File: src/dsac_map.svh
// Address map, field positions, reset values and steps of the access unit
`ifndef DSAC_MAP_SVH
`define DSAC_MAP_SVH

// Register port offsets (byte addresses in data space)
`define DSAC_OFS_SP      16'h001e
`define DSAC_OFS_LIMIT   16'h0020
`define DSAC_OFS_STAT    16'h0040

// Reset values
`define DSAC_SP_RESET    16'h0800
`define DSAC_STAT_RESET  2'h0

// Trap status bit positions
`define DSAC_STAT_ADDR   0
`define DSAC_STAT_STACK  1

// Address space layout
`define DSAC_NEAR_TOP    16'h1fff
`define DSAC_SFR_END     16'h0800
`define DSAC_Y_BASE      16'h0c00
`define DSAC_Y_END       16'h1000
`define DSAC_IMPL_END    16'h1000

// Pointer steps and masks
`define DSAC_BYTE_STEP   16'h0001
`define DSAC_WORD_STEP   16'h0002
`define DSAC_ALIGN_MASK  16'hfffe
`define DSAC_ZERO_WORD   16'h0000
`define DSAC_ZERO_BYTE   8'h00

`endif

File: src/dsac_pkg.sv
// Types shared by the data-space access unit and its users
package dsac_pkg;

  typedef enum logic [2:0] {
    DSAC_OP_LOAD,
    DSAC_OP_STORE,
    DSAC_OP_PUSH,
    DSAC_OP_PUSH_CALL,
    DSAC_OP_PUSH_EXC,
    DSAC_OP_POP,
    DSAC_OP_SIGN_EXT,
    DSAC_OP_ZERO_EXT
  } dsac_op_e;

  typedef enum logic [1:0] {
    DSAC_MODE_NEAR,
    DSAC_MODE_FULL,
    DSAC_MODE_IND,
    DSAC_MODE_POST_INC
  } dsac_mode_e;

  typedef struct packed {
    logic       valid;
    dsac_op_e   op;
    dsac_mode_e mode;
    logic       byte_op;
    logic       y_fetch;
    logic       mac_x;
    logic [15:0] addr_field;
    logic [15:0] pointer;
    logic [15:0] wdata;
    logic [15:0] dest_old;
    logic [7:0]  status_low_byte;
  } dsac_req_s;

  typedef struct packed {
    logic       valid;
    dsac_op_e   op;
    logic       byte_op;
    logic       byte_sel;
    logic       zero;
    logic [15:0] dest_old;
  } dsac_stage_s;

endpackage : dsac_pkg

File: src/dsac_top.sv
// Data-space access unit: byte/word access, alignment and stack checks
//
// Summary of operation
// - Data path and registers are 16 bits; word-wide byte-addressed memory.
// - Byte read fetches the whole word; address bit 0 picks the byte.
// - Selected byte lands on the low X lane; Y path fetches words only.
// - Shared word decode, separate byte strobes; byte write touches one half.
// - Post-increment steps pointer by 1 for bytes and 2 for words.
// - Word access at an odd address raises an address error trap.
// - Misaligned read completes; misaligned write runs but skips memory.
// - Byte load writes the destination low byte only, upper byte kept.
// - Sign-extend widens a signed byte; zero-extend clears the upper byte.
// - Near region 0x0000 to 0x1FFF is reached by a 13-bit direct field.
// - Full direct mode uses a 16-bit field over the whole X space.
// - Pointer marks the free word; push post-increments, pop pre-decrements.
// - Call pushes the upper program counter word with its high byte cleared.
// - Exception entry puts the status low byte into the pushed upper byte.
// - Stack limit has no reset value; its bit 0 always reads zero.
// - Stack addresses above the limit trap; a push at the limit does not.
// - A stack address below 0x0800 raises a stack error trap.
// - Unimplemented or wrong-space addresses read back as an all-zero word.
// - Effective addresses are 16-bit byte addresses over 64 Kbytes.
`timescale 1ns/100ps
`include "dsac_map.svh"

module dsac_top import dsac_pkg::*; (
  // Clock and reset
  input  wire logic        CLK_SYS,
  input  wire logic        RESET_N,
  // Access request from the execution pipeline
  input  wire dsac_req_s   REQ,
  // Data memory array
  output logic [14:0]      MEM_WADDR,
  output logic             MEM_RD,
  output logic             MEM_WE_LO,
  output logic             MEM_WE_HI,
  output logic [15:0]      MEM_WDATA,
  input  wire logic [15:0] MEM_RDATA,
  // Results back to the pipeline
  output logic             RES_VALID,
  output logic [15:0]      RES_DATA,
  output logic [15:0]      PTR_NEXT,
  output logic             ADDR_TRAP,
  output logic             STACK_TRAP,
  // Register port
  input  wire logic [15:0] REG_ADDR,
  input  wire logic [15:0] REG_WDATA,
  input  wire logic        REG_WR,
  input  wire logic        REG_RD,
  output logic [15:0]      REG_RDATA
);

  ////////////////////////////////////////////////////////////////////////////
  // Decode helpers

  function automatic logic is_push(input dsac_op_e op);
    is_push = (op == DSAC_OP_PUSH) || (op == DSAC_OP_PUSH_CALL) ||
              (op == DSAC_OP_PUSH_EXC);
  endfunction : is_push

  function automatic logic is_mem(input dsac_op_e op);
    is_mem = (op != DSAC_OP_SIGN_EXT) && (op != DSAC_OP_ZERO_EXT);
  endfunction : is_mem

  function automatic logic in_y(input logic [15:0] a);
    in_y = (a >= `DSAC_Y_BASE) && (a < `DSAC_Y_END);
  endfunction : in_y

  ////////////////////////////////////////////////////////////////////////////
  // Effective address and checks

  logic [15:0] sp_ff;
  logic [15:0] limit_ff;
  logic [1:0]  stat_ff;
  dsac_stage_s s1_ff;
  dsac_stage_s s2_ff;

  logic [15:0] ea;
  logic        is_stack;
  logic        is_store;
  logic        word_acc;
  logic        misalign;
  logic        zero_rd;
  logic        stack_err;
  logic [15:0] store_data;
  logic [15:0] nxt_ptr;

  always_comb begin
    case (REQ.mode)
      DSAC_MODE_NEAR: ea = REQ.addr_field & `DSAC_NEAR_TOP;
      DSAC_MODE_FULL: ea = REQ.addr_field;
      default:        ea = REQ.pointer;
    endcase
    is_stack = is_push(REQ.op) || (REQ.op == DSAC_OP_POP);
    if (is_push(REQ.op))
      ea = sp_ff;
    else if (REQ.op == DSAC_OP_POP)
      ea = sp_ff - `DSAC_WORD_STEP;
    is_store = (REQ.op == DSAC_OP_STORE) || is_push(REQ.op);
    word_acc = !REQ.byte_op || REQ.y_fetch || is_stack;
    misalign = REQ.valid && is_mem(REQ.op) && word_acc && ea[0];
    zero_rd  = (ea >= `DSAC_IMPL_END) ||
               (REQ.y_fetch && !in_y(ea)) ||
               (REQ.mac_x && in_y(ea));
    stack_err = REQ.valid && is_stack &&
                ((ea < `DSAC_SFR_END) || (ea > limit_ff));
    case (REQ.op)
      DSAC_OP_PUSH_CALL: store_data = {`DSAC_ZERO_BYTE, REQ.wdata[7:0]};
      DSAC_OP_PUSH_EXC:
        store_data = {REQ.status_low_byte, REQ.wdata[7:0]};
      default:
        if (word_acc)
          store_data = REQ.wdata;
        else
          store_data = {REQ.wdata[7:0], REQ.wdata[7:0]};
    endcase
    nxt_ptr = REQ.pointer;
    if (REQ.mode == DSAC_MODE_POST_INC)
      nxt_ptr = REQ.pointer +
                (word_acc ? `DSAC_WORD_STEP : `DSAC_BYTE_STEP);
  end

  ////////////////////////////////////////////////////////////////////////////
  // Memory request, one cycle after the pipeline request

  always_ff @(posedge CLK_SYS or negedge RESET_N) begin
    if (!RESET_N) begin
      MEM_WADDR <= 15'h0000;
      MEM_RD    <= 1'b0;
      MEM_WE_LO <= 1'b0;
      MEM_WE_HI <= 1'b0;
      MEM_WDATA <= `DSAC_ZERO_WORD;
    end else begin
      MEM_WADDR <= ea[15:1];
      MEM_RD    <= REQ.valid && is_mem(REQ.op) && !is_store && !zero_rd;
      // Strobes depend on the alignment test decided this same cycle
      MEM_WE_LO <= REQ.valid && is_store && !misalign && !zero_rd &&
                   (word_acc || !ea[0]);
      MEM_WE_HI <= REQ.valid && is_store && !misalign && !zero_rd &&
                   (word_acc || ea[0]);
      MEM_WDATA <= store_data;
    end
  end

  always_ff @(posedge CLK_SYS or negedge RESET_N) begin
    if (!RESET_N) begin
      PTR_NEXT   <= `DSAC_ZERO_WORD;
      ADDR_TRAP  <= 1'b0;
      STACK_TRAP <= 1'b0;
    end else begin
      PTR_NEXT   <= nxt_ptr;
      ADDR_TRAP  <= misalign;
      STACK_TRAP <= stack_err;
    end
  end

  ////////////////////////////////////////////////////////////////////////////
  // Read pipeline: memory answers in the cycle after its strobe

  always_ff @(posedge CLK_SYS or negedge RESET_N) begin
    if (!RESET_N) begin
      s1_ff <= '0;
      s2_ff <= '0;
    end else begin
      s1_ff.valid    <= REQ.valid && !is_store;
      s1_ff.op       <= REQ.op;
      s1_ff.byte_op  <= !word_acc;
      s1_ff.byte_sel <= ea[0];
      s1_ff.zero     <= zero_rd;
      s1_ff.dest_old <= REQ.dest_old;
      s2_ff          <= s1_ff;
    end
  end

  logic [15:0] rd_word;
  logic [7:0]  rd_byte;
  logic [15:0] nxt_res;

  always_comb begin
    rd_word = s2_ff.zero ? `DSAC_ZERO_WORD : MEM_RDATA;
    rd_byte = s2_ff.byte_sel ? rd_word[15:8] : rd_word[7:0];
    case (s2_ff.op)
      DSAC_OP_SIGN_EXT:
        nxt_res = {{8{s2_ff.dest_old[7]}}, s2_ff.dest_old[7:0]};
      DSAC_OP_ZERO_EXT:
        nxt_res = {`DSAC_ZERO_BYTE, s2_ff.dest_old[7:0]};
      default:
        if (s2_ff.byte_op)
          nxt_res = {s2_ff.dest_old[15:8], rd_byte};
        else
          nxt_res = rd_word;
    endcase
  end

  always_ff @(posedge CLK_SYS or negedge RESET_N) begin
    if (!RESET_N) begin
      RES_VALID <= 1'b0;
      RES_DATA  <= `DSAC_ZERO_WORD;
    end else begin
      RES_VALID <= s2_ff.valid;
      RES_DATA  <= nxt_res;
    end
  end

  ////////////////////////////////////////////////////////////////////////////
  // Stack pointer, limit and trap status

  logic sp_port_wr;
  assign sp_port_wr = REG_WR && (REG_ADDR == `DSAC_OFS_SP);

  // A stack operation in the same cycle as a port write wins
  always_ff @(posedge CLK_SYS or negedge RESET_N) begin
    if (!RESET_N)
      sp_ff <= `DSAC_SP_RESET;
    else if (REQ.valid && is_push(REQ.op))
      sp_ff <= sp_ff + `DSAC_WORD_STEP;
    else if (REQ.valid && (REQ.op == DSAC_OP_POP))
      sp_ff <= sp_ff - `DSAC_WORD_STEP;
    else if (sp_port_wr)
      sp_ff <= REG_WDATA & `DSAC_ALIGN_MASK;
  end

  // No reset: the limit is undefined until software writes it
  always_ff @(posedge CLK_SYS) begin
    if (REG_WR && (REG_ADDR == `DSAC_OFS_LIMIT))
      limit_ff <= REG_WDATA & `DSAC_ALIGN_MASK;
  end

  // Sticky trap flags, write one to clear; a new trap beats the clear
  always_ff @(posedge CLK_SYS or negedge RESET_N) begin
    if (!RESET_N)
      stat_ff <= `DSAC_STAT_RESET;
    else begin
      if (misalign)
        stat_ff[`DSAC_STAT_ADDR] <= 1'b1;
      else if (REG_WR && (REG_ADDR == `DSAC_OFS_STAT) &&
               REG_WDATA[`DSAC_STAT_ADDR])
        stat_ff[`DSAC_STAT_ADDR] <= 1'b0;
      if (stack_err)
        stat_ff[`DSAC_STAT_STACK] <= 1'b1;
      else if (REG_WR && (REG_ADDR == `DSAC_OFS_STAT) &&
               REG_WDATA[`DSAC_STAT_STACK])
        stat_ff[`DSAC_STAT_STACK] <= 1'b0;
    end
  end

  always_ff @(posedge CLK_SYS or negedge RESET_N) begin
    if (!RESET_N)
      REG_RDATA <= `DSAC_ZERO_WORD;
    else if (REG_RD) begin
      case (REG_ADDR)
        `DSAC_OFS_SP:    REG_RDATA <= sp_ff;
        `DSAC_OFS_LIMIT: REG_RDATA <= limit_ff & `DSAC_ALIGN_MASK;
        `DSAC_OFS_STAT:  REG_RDATA <= {14'h0000, stat_ff};
        default:         REG_RDATA <= `DSAC_ZERO_WORD;
      endcase
    end else
      REG_RDATA <= `DSAC_ZERO_WORD;
  end
endmodule : dsac_top

File: config.mk
export PLATFORM = sky130hd
export DESIGN_NAME = dsac_top
export DESIGN_NICKNAME = d
export VERILOG_FILES = /design/src/dsac_pkg.sv /design/src/dsac_top.sv
export VERILOG_INCLUDE_DIRS = /design/src /design/src/src
export SDC_FILE = /design/constraint.sdc
export NUM_CORES = 1
export LEC_CHECK = 0
export ABC_AREA = 1
export ABC_CLOCK_PERIOD_IN_PS = 2610
export BUFFER_PORTS_ARGS = -buffer_cell sky130_fd_sc_hd__buf_2
export CAP_MARGIN = 5
export CORE_MARGIN = 4
export CORE_UTILIZATION = 52
export CTS_BUF_LIST = sky130_fd_sc_hd__clkbuf_8 sky130_fd_sc_hd__clkbuf_16
export CTS_CLUSTER_SIZE = 16
export DETAILED_ROUTE_END_ITERATION = 10
export PLACE_DENSITY = 0.8
export SYNTH_ARGS = -nofsm -noshare
export SYNTH_HDL_FRONTEND = slang
export SYNTH_SLANG_ARGS = --single-unit
File: constraint.sdc
create_clock -name CLK_SYS -period 2.61 [get_ports CLK_SYS]
set_input_delay 0.1305 -clock CLK_SYS [delete_from_list [all_inputs] [get_ports CLK_SYS]]
set_output_delay 0.1305 -clock CLK_SYS [all_outputs]
set_load 0.005 [all_outputs]
==> run_results.csv <==
group,metric,value,unit
clocking,clock_latency,0.43,ns
worst_setup_path,crit_fanout,5,
timing,final.setup.tns,0,ns
worst_setup_path,cp.arrival,2.80,ns
worst_setup_path,crit_path_start_kind,"register",
synth,yosys.area.top_type,"dfrtp_1",
synth,postSynthAreaPerCell,8.97,um^2
synth,ys.flop_type,"dfrtp_1",
global_routing,grt_max_degree,68,
routing,drt-total-wl,25.6,mm
synth,synth_area_leaders,"dfrtp_1, nand2_1, edfxtp_1",
routing,viasPerCell,5.44,
routing,route.detailed.drc,0,
power_and_ir_drop,swShare,0.308,
cells_and_area,multi_input_area,2950,um^2
timing,relSlewSlack,0.597,
cells_and_area,area_growth,37.9,%
power_and_ir_drop,p_per_area,630,nW/um^2
synth,netlist_area,7600,um^2
power_and_ir_drop,clock_power_share,0.357,
clocking,htreeDepth,4,
placement,place.gp.congestion,0.999,
placement,portBuffers,217,
cells_and_area,fillers,1004,
worst_setup_path,max_stage_delay,0.46,ns
power_and_ir_drop,ir_worst_vdd,0.491,mV
power_and_ir_drop,p_leak,0.00531,uW
global_routing,track_usage,0.306,
worst_setup_path,endpoint_kind,"register",
floorplan,dieArea,16600,um^2
placement,place_area,8990,um^2
placement,hpwl,17.6,mm
power_and_ir_drop,power.net_switching,2030,uW
timing,finClkSkew,0.00747,ns
synth,synthArstFlopShare,0.908,
timing,setup_viol,0,
worst_setup_path,crit_path_frequent_cell,"nand2_1",
worst_setup_path,crit_slowest_cell,"dfrtp_2",
clocking,cts_buffers,17,
power_and_ir_drop,power_frac_comb,0.207,
cells_and_area,regArea,4160,um^2
worst_setup_path,path_cells,"nor2_4 > nand2_1 > nor2_4 > nand2_1 > nand2_1 > nand3_1 > nand2_1 > inv_2 > ha_1 > nand2_1 > inv_1 > nand3_1 > nor2_2 > nand3_1 > o21ai_0 > nand2_1 > nand2_1 > nand2_1",
global_routing,antenna_found_initial,1,
floorplan,core_region_area,14100,um^2
timing,final.period_utilization,0.952,
routing,detail-route-antenna-nets,0,
synth,synth.lib_cells_used.distinct,47,
synth,synth_edf_count,15,
routing,drtIter0Drc,738,
placement,post-place-ws,0.0361,ns
timing,max_clock_freq,402,MHz
timing,finalHoldViolCount,0,
clocking,path_clk_slew,0.06,ns
clocking,cts_tree,"built",
timing,worst_slew_pin_slew,0.598,ns
cells_and_area,fin_util,0.743,
worst_setup_path,path_class,"reg2reg",
cells_and_area,n_antenna_cell,0,
power_and_ir_drop,power.internal,4570,uW
clocking,cts_root_buf,"clkbuf_16",
synth,ys_warn_count,0,
global_routing,grt_pass1_wl,38.9,mm
worst_setup_path,crit_buf_inv,2,
floorplan,die_h,129,um
synth,yosysTopAreaCellShare,0.484,
floorplan,die_x,129,um
run,cap_viol_max_count,0,
timing,whs,0.0353,ns
cells_and_area,final_nets,1325,
global_routing,grt_pass1_vias,7375,
hold_path,worstHoldPathType,"in2reg",
floorplan,ios,218,
synth,ys_seq_area_frac,0.547,
routing,vias,7419,
synth,postSynthCellCount,847,
cells_and_area,final_area,10500,um^2
clocking,clock_sinks,163,
timing,finalMaxSlewViolations,0,
floorplan,start_util,0.539,
cells_and_area,drive_gt1_frac,0.291,
global_routing,overflow,0,
run_status,status,"complete, no violations",
worst_setup_path,crit_required,2.92,ns
synth,syn-num-nets,1000,
routing,wl_per_cell,18.7,um
timing,finalCriticalPeriod,2.49,ns
worst_setup_path,critical_path.top_delay_family,"simple AND/OR/NAND/NOR gates",
power_and_ir_drop,sequentialPowerShare,0.436,
synth,yosys_register_bits,163,
routing,drt-pass1-iter-count,5,
clocking,cts_buffer_depth,2,
floorplan,rows,43,
timing,worst_slack,0.125,ns
[worst register-to-register path: cells and delay by family (launching register included)]
| family | cells | cell delay, ns |
|---|---|---|
| AND/OR/NAND/NOR | 14 | 1.34 |
| AO/OA/AOI/OAI | 1 | 0.16 |
| adder cells (fa/ha/maj) | 1 | 0.27 |
| flip-flops | 1 | 0.46 |
| buffers and inverters | 2 | 0.13 |
[area by class of cell]
class / instances / area share
well taps: 180 / 0.0215
clock buffers: 17 / 0.0406
repair buffers: 327 / 0.203
flip-flops and latches: 163 / 0.398
inverters: 124 / 0.0444
clock inverters: 15 / 0.0117
multi-input cells: 539 / 0.282
[layer usage]
| metal | share of wire | track usage | up-vias |
|---|---|---|---|
| li1 | - | - | 3413 |
| met1 | 0.38 | 0.389 | 3523 |
| met2 | 0.51 | 0.525 | 422 |
| met3 | 0.083 | 0.0623 | 59 |
| met4 | 0.029 | 0.103 | 2 |
| met5 | 0.00031 | 0 | - |
[power groups by stage]
stage          clock network (uW)  registers, uW  logic, uW
6_report                     2360           2880       1370
5_1_grt                      2510           2900       1490
4_1_cts                      2360           2860       1240
3_5_place_dp                    0           2910       1140
3_3_place_gp                    0           2900       1120
2_1_floorplan                   0           2880        608
[final timing paths]
kind | from | endpoint | slack [ns] | cells past startpoint
setup / recovery | sp_ff[7] | stat_ff[1] | 0.12 | 18
hold / removal | REQ[42] | PTR_NEXT[2] | 0.04 | 3
setup reg to reg | sp_ff[7] | stat_ff[1] | 0.12 | 18
hold reg to reg | s1_ff[1] | s2_ff[1] | 0.34 | 0
max in group asynchronous | RESET_N | s2_ff[3] | 1.59 | 3
min in group asynchronous | RESET_N | s2_ff[15] | 0.20 | 2
[cell families (layout without fill, tap and decap cells)]
logic type,Yosys count,count (layout),share of synthesized area
buffers and inverters,145,483,0.0773
adder cells (fa/ha/maj),20,20,0.0339
multiplexers,5,5,0.00659
flip-flops,163,163,0.547
XOR/XNOR,21,21,0.0242
AO/OA/AOI/OAI,152,152,0.115
AND/OR/NAND/NOR,341,341,0.196
[through the flow]
stage / cells / power [uW]
floorplan: 847 / 3490
global placement: 1248 / 4020
detailed placement: 1248 / 4040
CTS: 1357 / 6460
global route: 1365 / 6890
finish: 1365 / 6600
[cells in the final DEF, fill, tap and decap left out, types with 2 or more instances in the layout]
master,Yosys,final
o22ai_1,26,26
clkinv_1,2,2
ha_1,19,18
dfrtp_1,147,140
nand2_2,4,7
inv_8,0,3
o211ai_1,4,4
o21ai_1,0,2
o221ai_2,0,3
or2_2,5,5
inv_6,0,4
dlygate4sd3_1,0,77
a21oi_1,35,34
clkbuf_16,0,17
nor4_1,2,2
xor2_1,20,19
o221ai_1,8,5
inv_1,118,116
clkinvlp_4,0,4
inv_2,4,7
nand3b_1,2,2
o21ai_2,1,3
nand4_1,7,7
nand2_1,146,143
nor3_1,7,7
edfxtp_1,15,15
nand2_4,4,4
nor2_1,107,98
buf_2,9,216
buf_4,2,32
nor2_2,8,15
nor2_4,2,4
nand3_2,2,3
nand3_1,42,41
a31oi_1,9,9
mux2i_1,5,5
o21ai_0,60,56
dfrtp_2,0,7
a22oi_1,3,3
[timing repair]
action | CTS | global route
hold buffers | 77 | 0
setup endpoints to repair | 0 | 2
gates resized for setup | 0 | 38
hold endpoints to repair | 118 | 0
buffers inserted | 0 | 8
[cells in the mapped netlist (5+ instances only)]
cell / number
a21oi_1: 35
a31oi_1: 9
buf_2: 9
clkbuf_1: 7
dfrtp_1: 147
edfxtp_1: 15
ha_1: 19
inv_1: 118
mux2i_1: 5
nand2_1: 146
nand3_1: 42
nand4_1: 7
nor2_1: 107
nor2_2: 8
nor3_1: 7
o21ai_0: 60
o221ai_1: 8
o22ai_1: 26
or2_2: 5
xor2_1: 20
[state kept, by name, indices dropped and copies added, names as in the netlist]
register / count
RES_DATA: 16
MEM_WE_HI: 1
STACK_TRAP: 1
stat_ff: 2
MEM_WDATA: 16
REG_RDATA: 16
s1_ff: 23
limit_ff: 15
MEM_WE_LO: 1
MEM_RD: 1
sp_ff: 15
ADDR_TRAP: 1
RES_VALID: 1
s2_ff: 23
MEM_WADDR: 15
PTR_NEXT: 16
(Power assumes the default switching activity.)
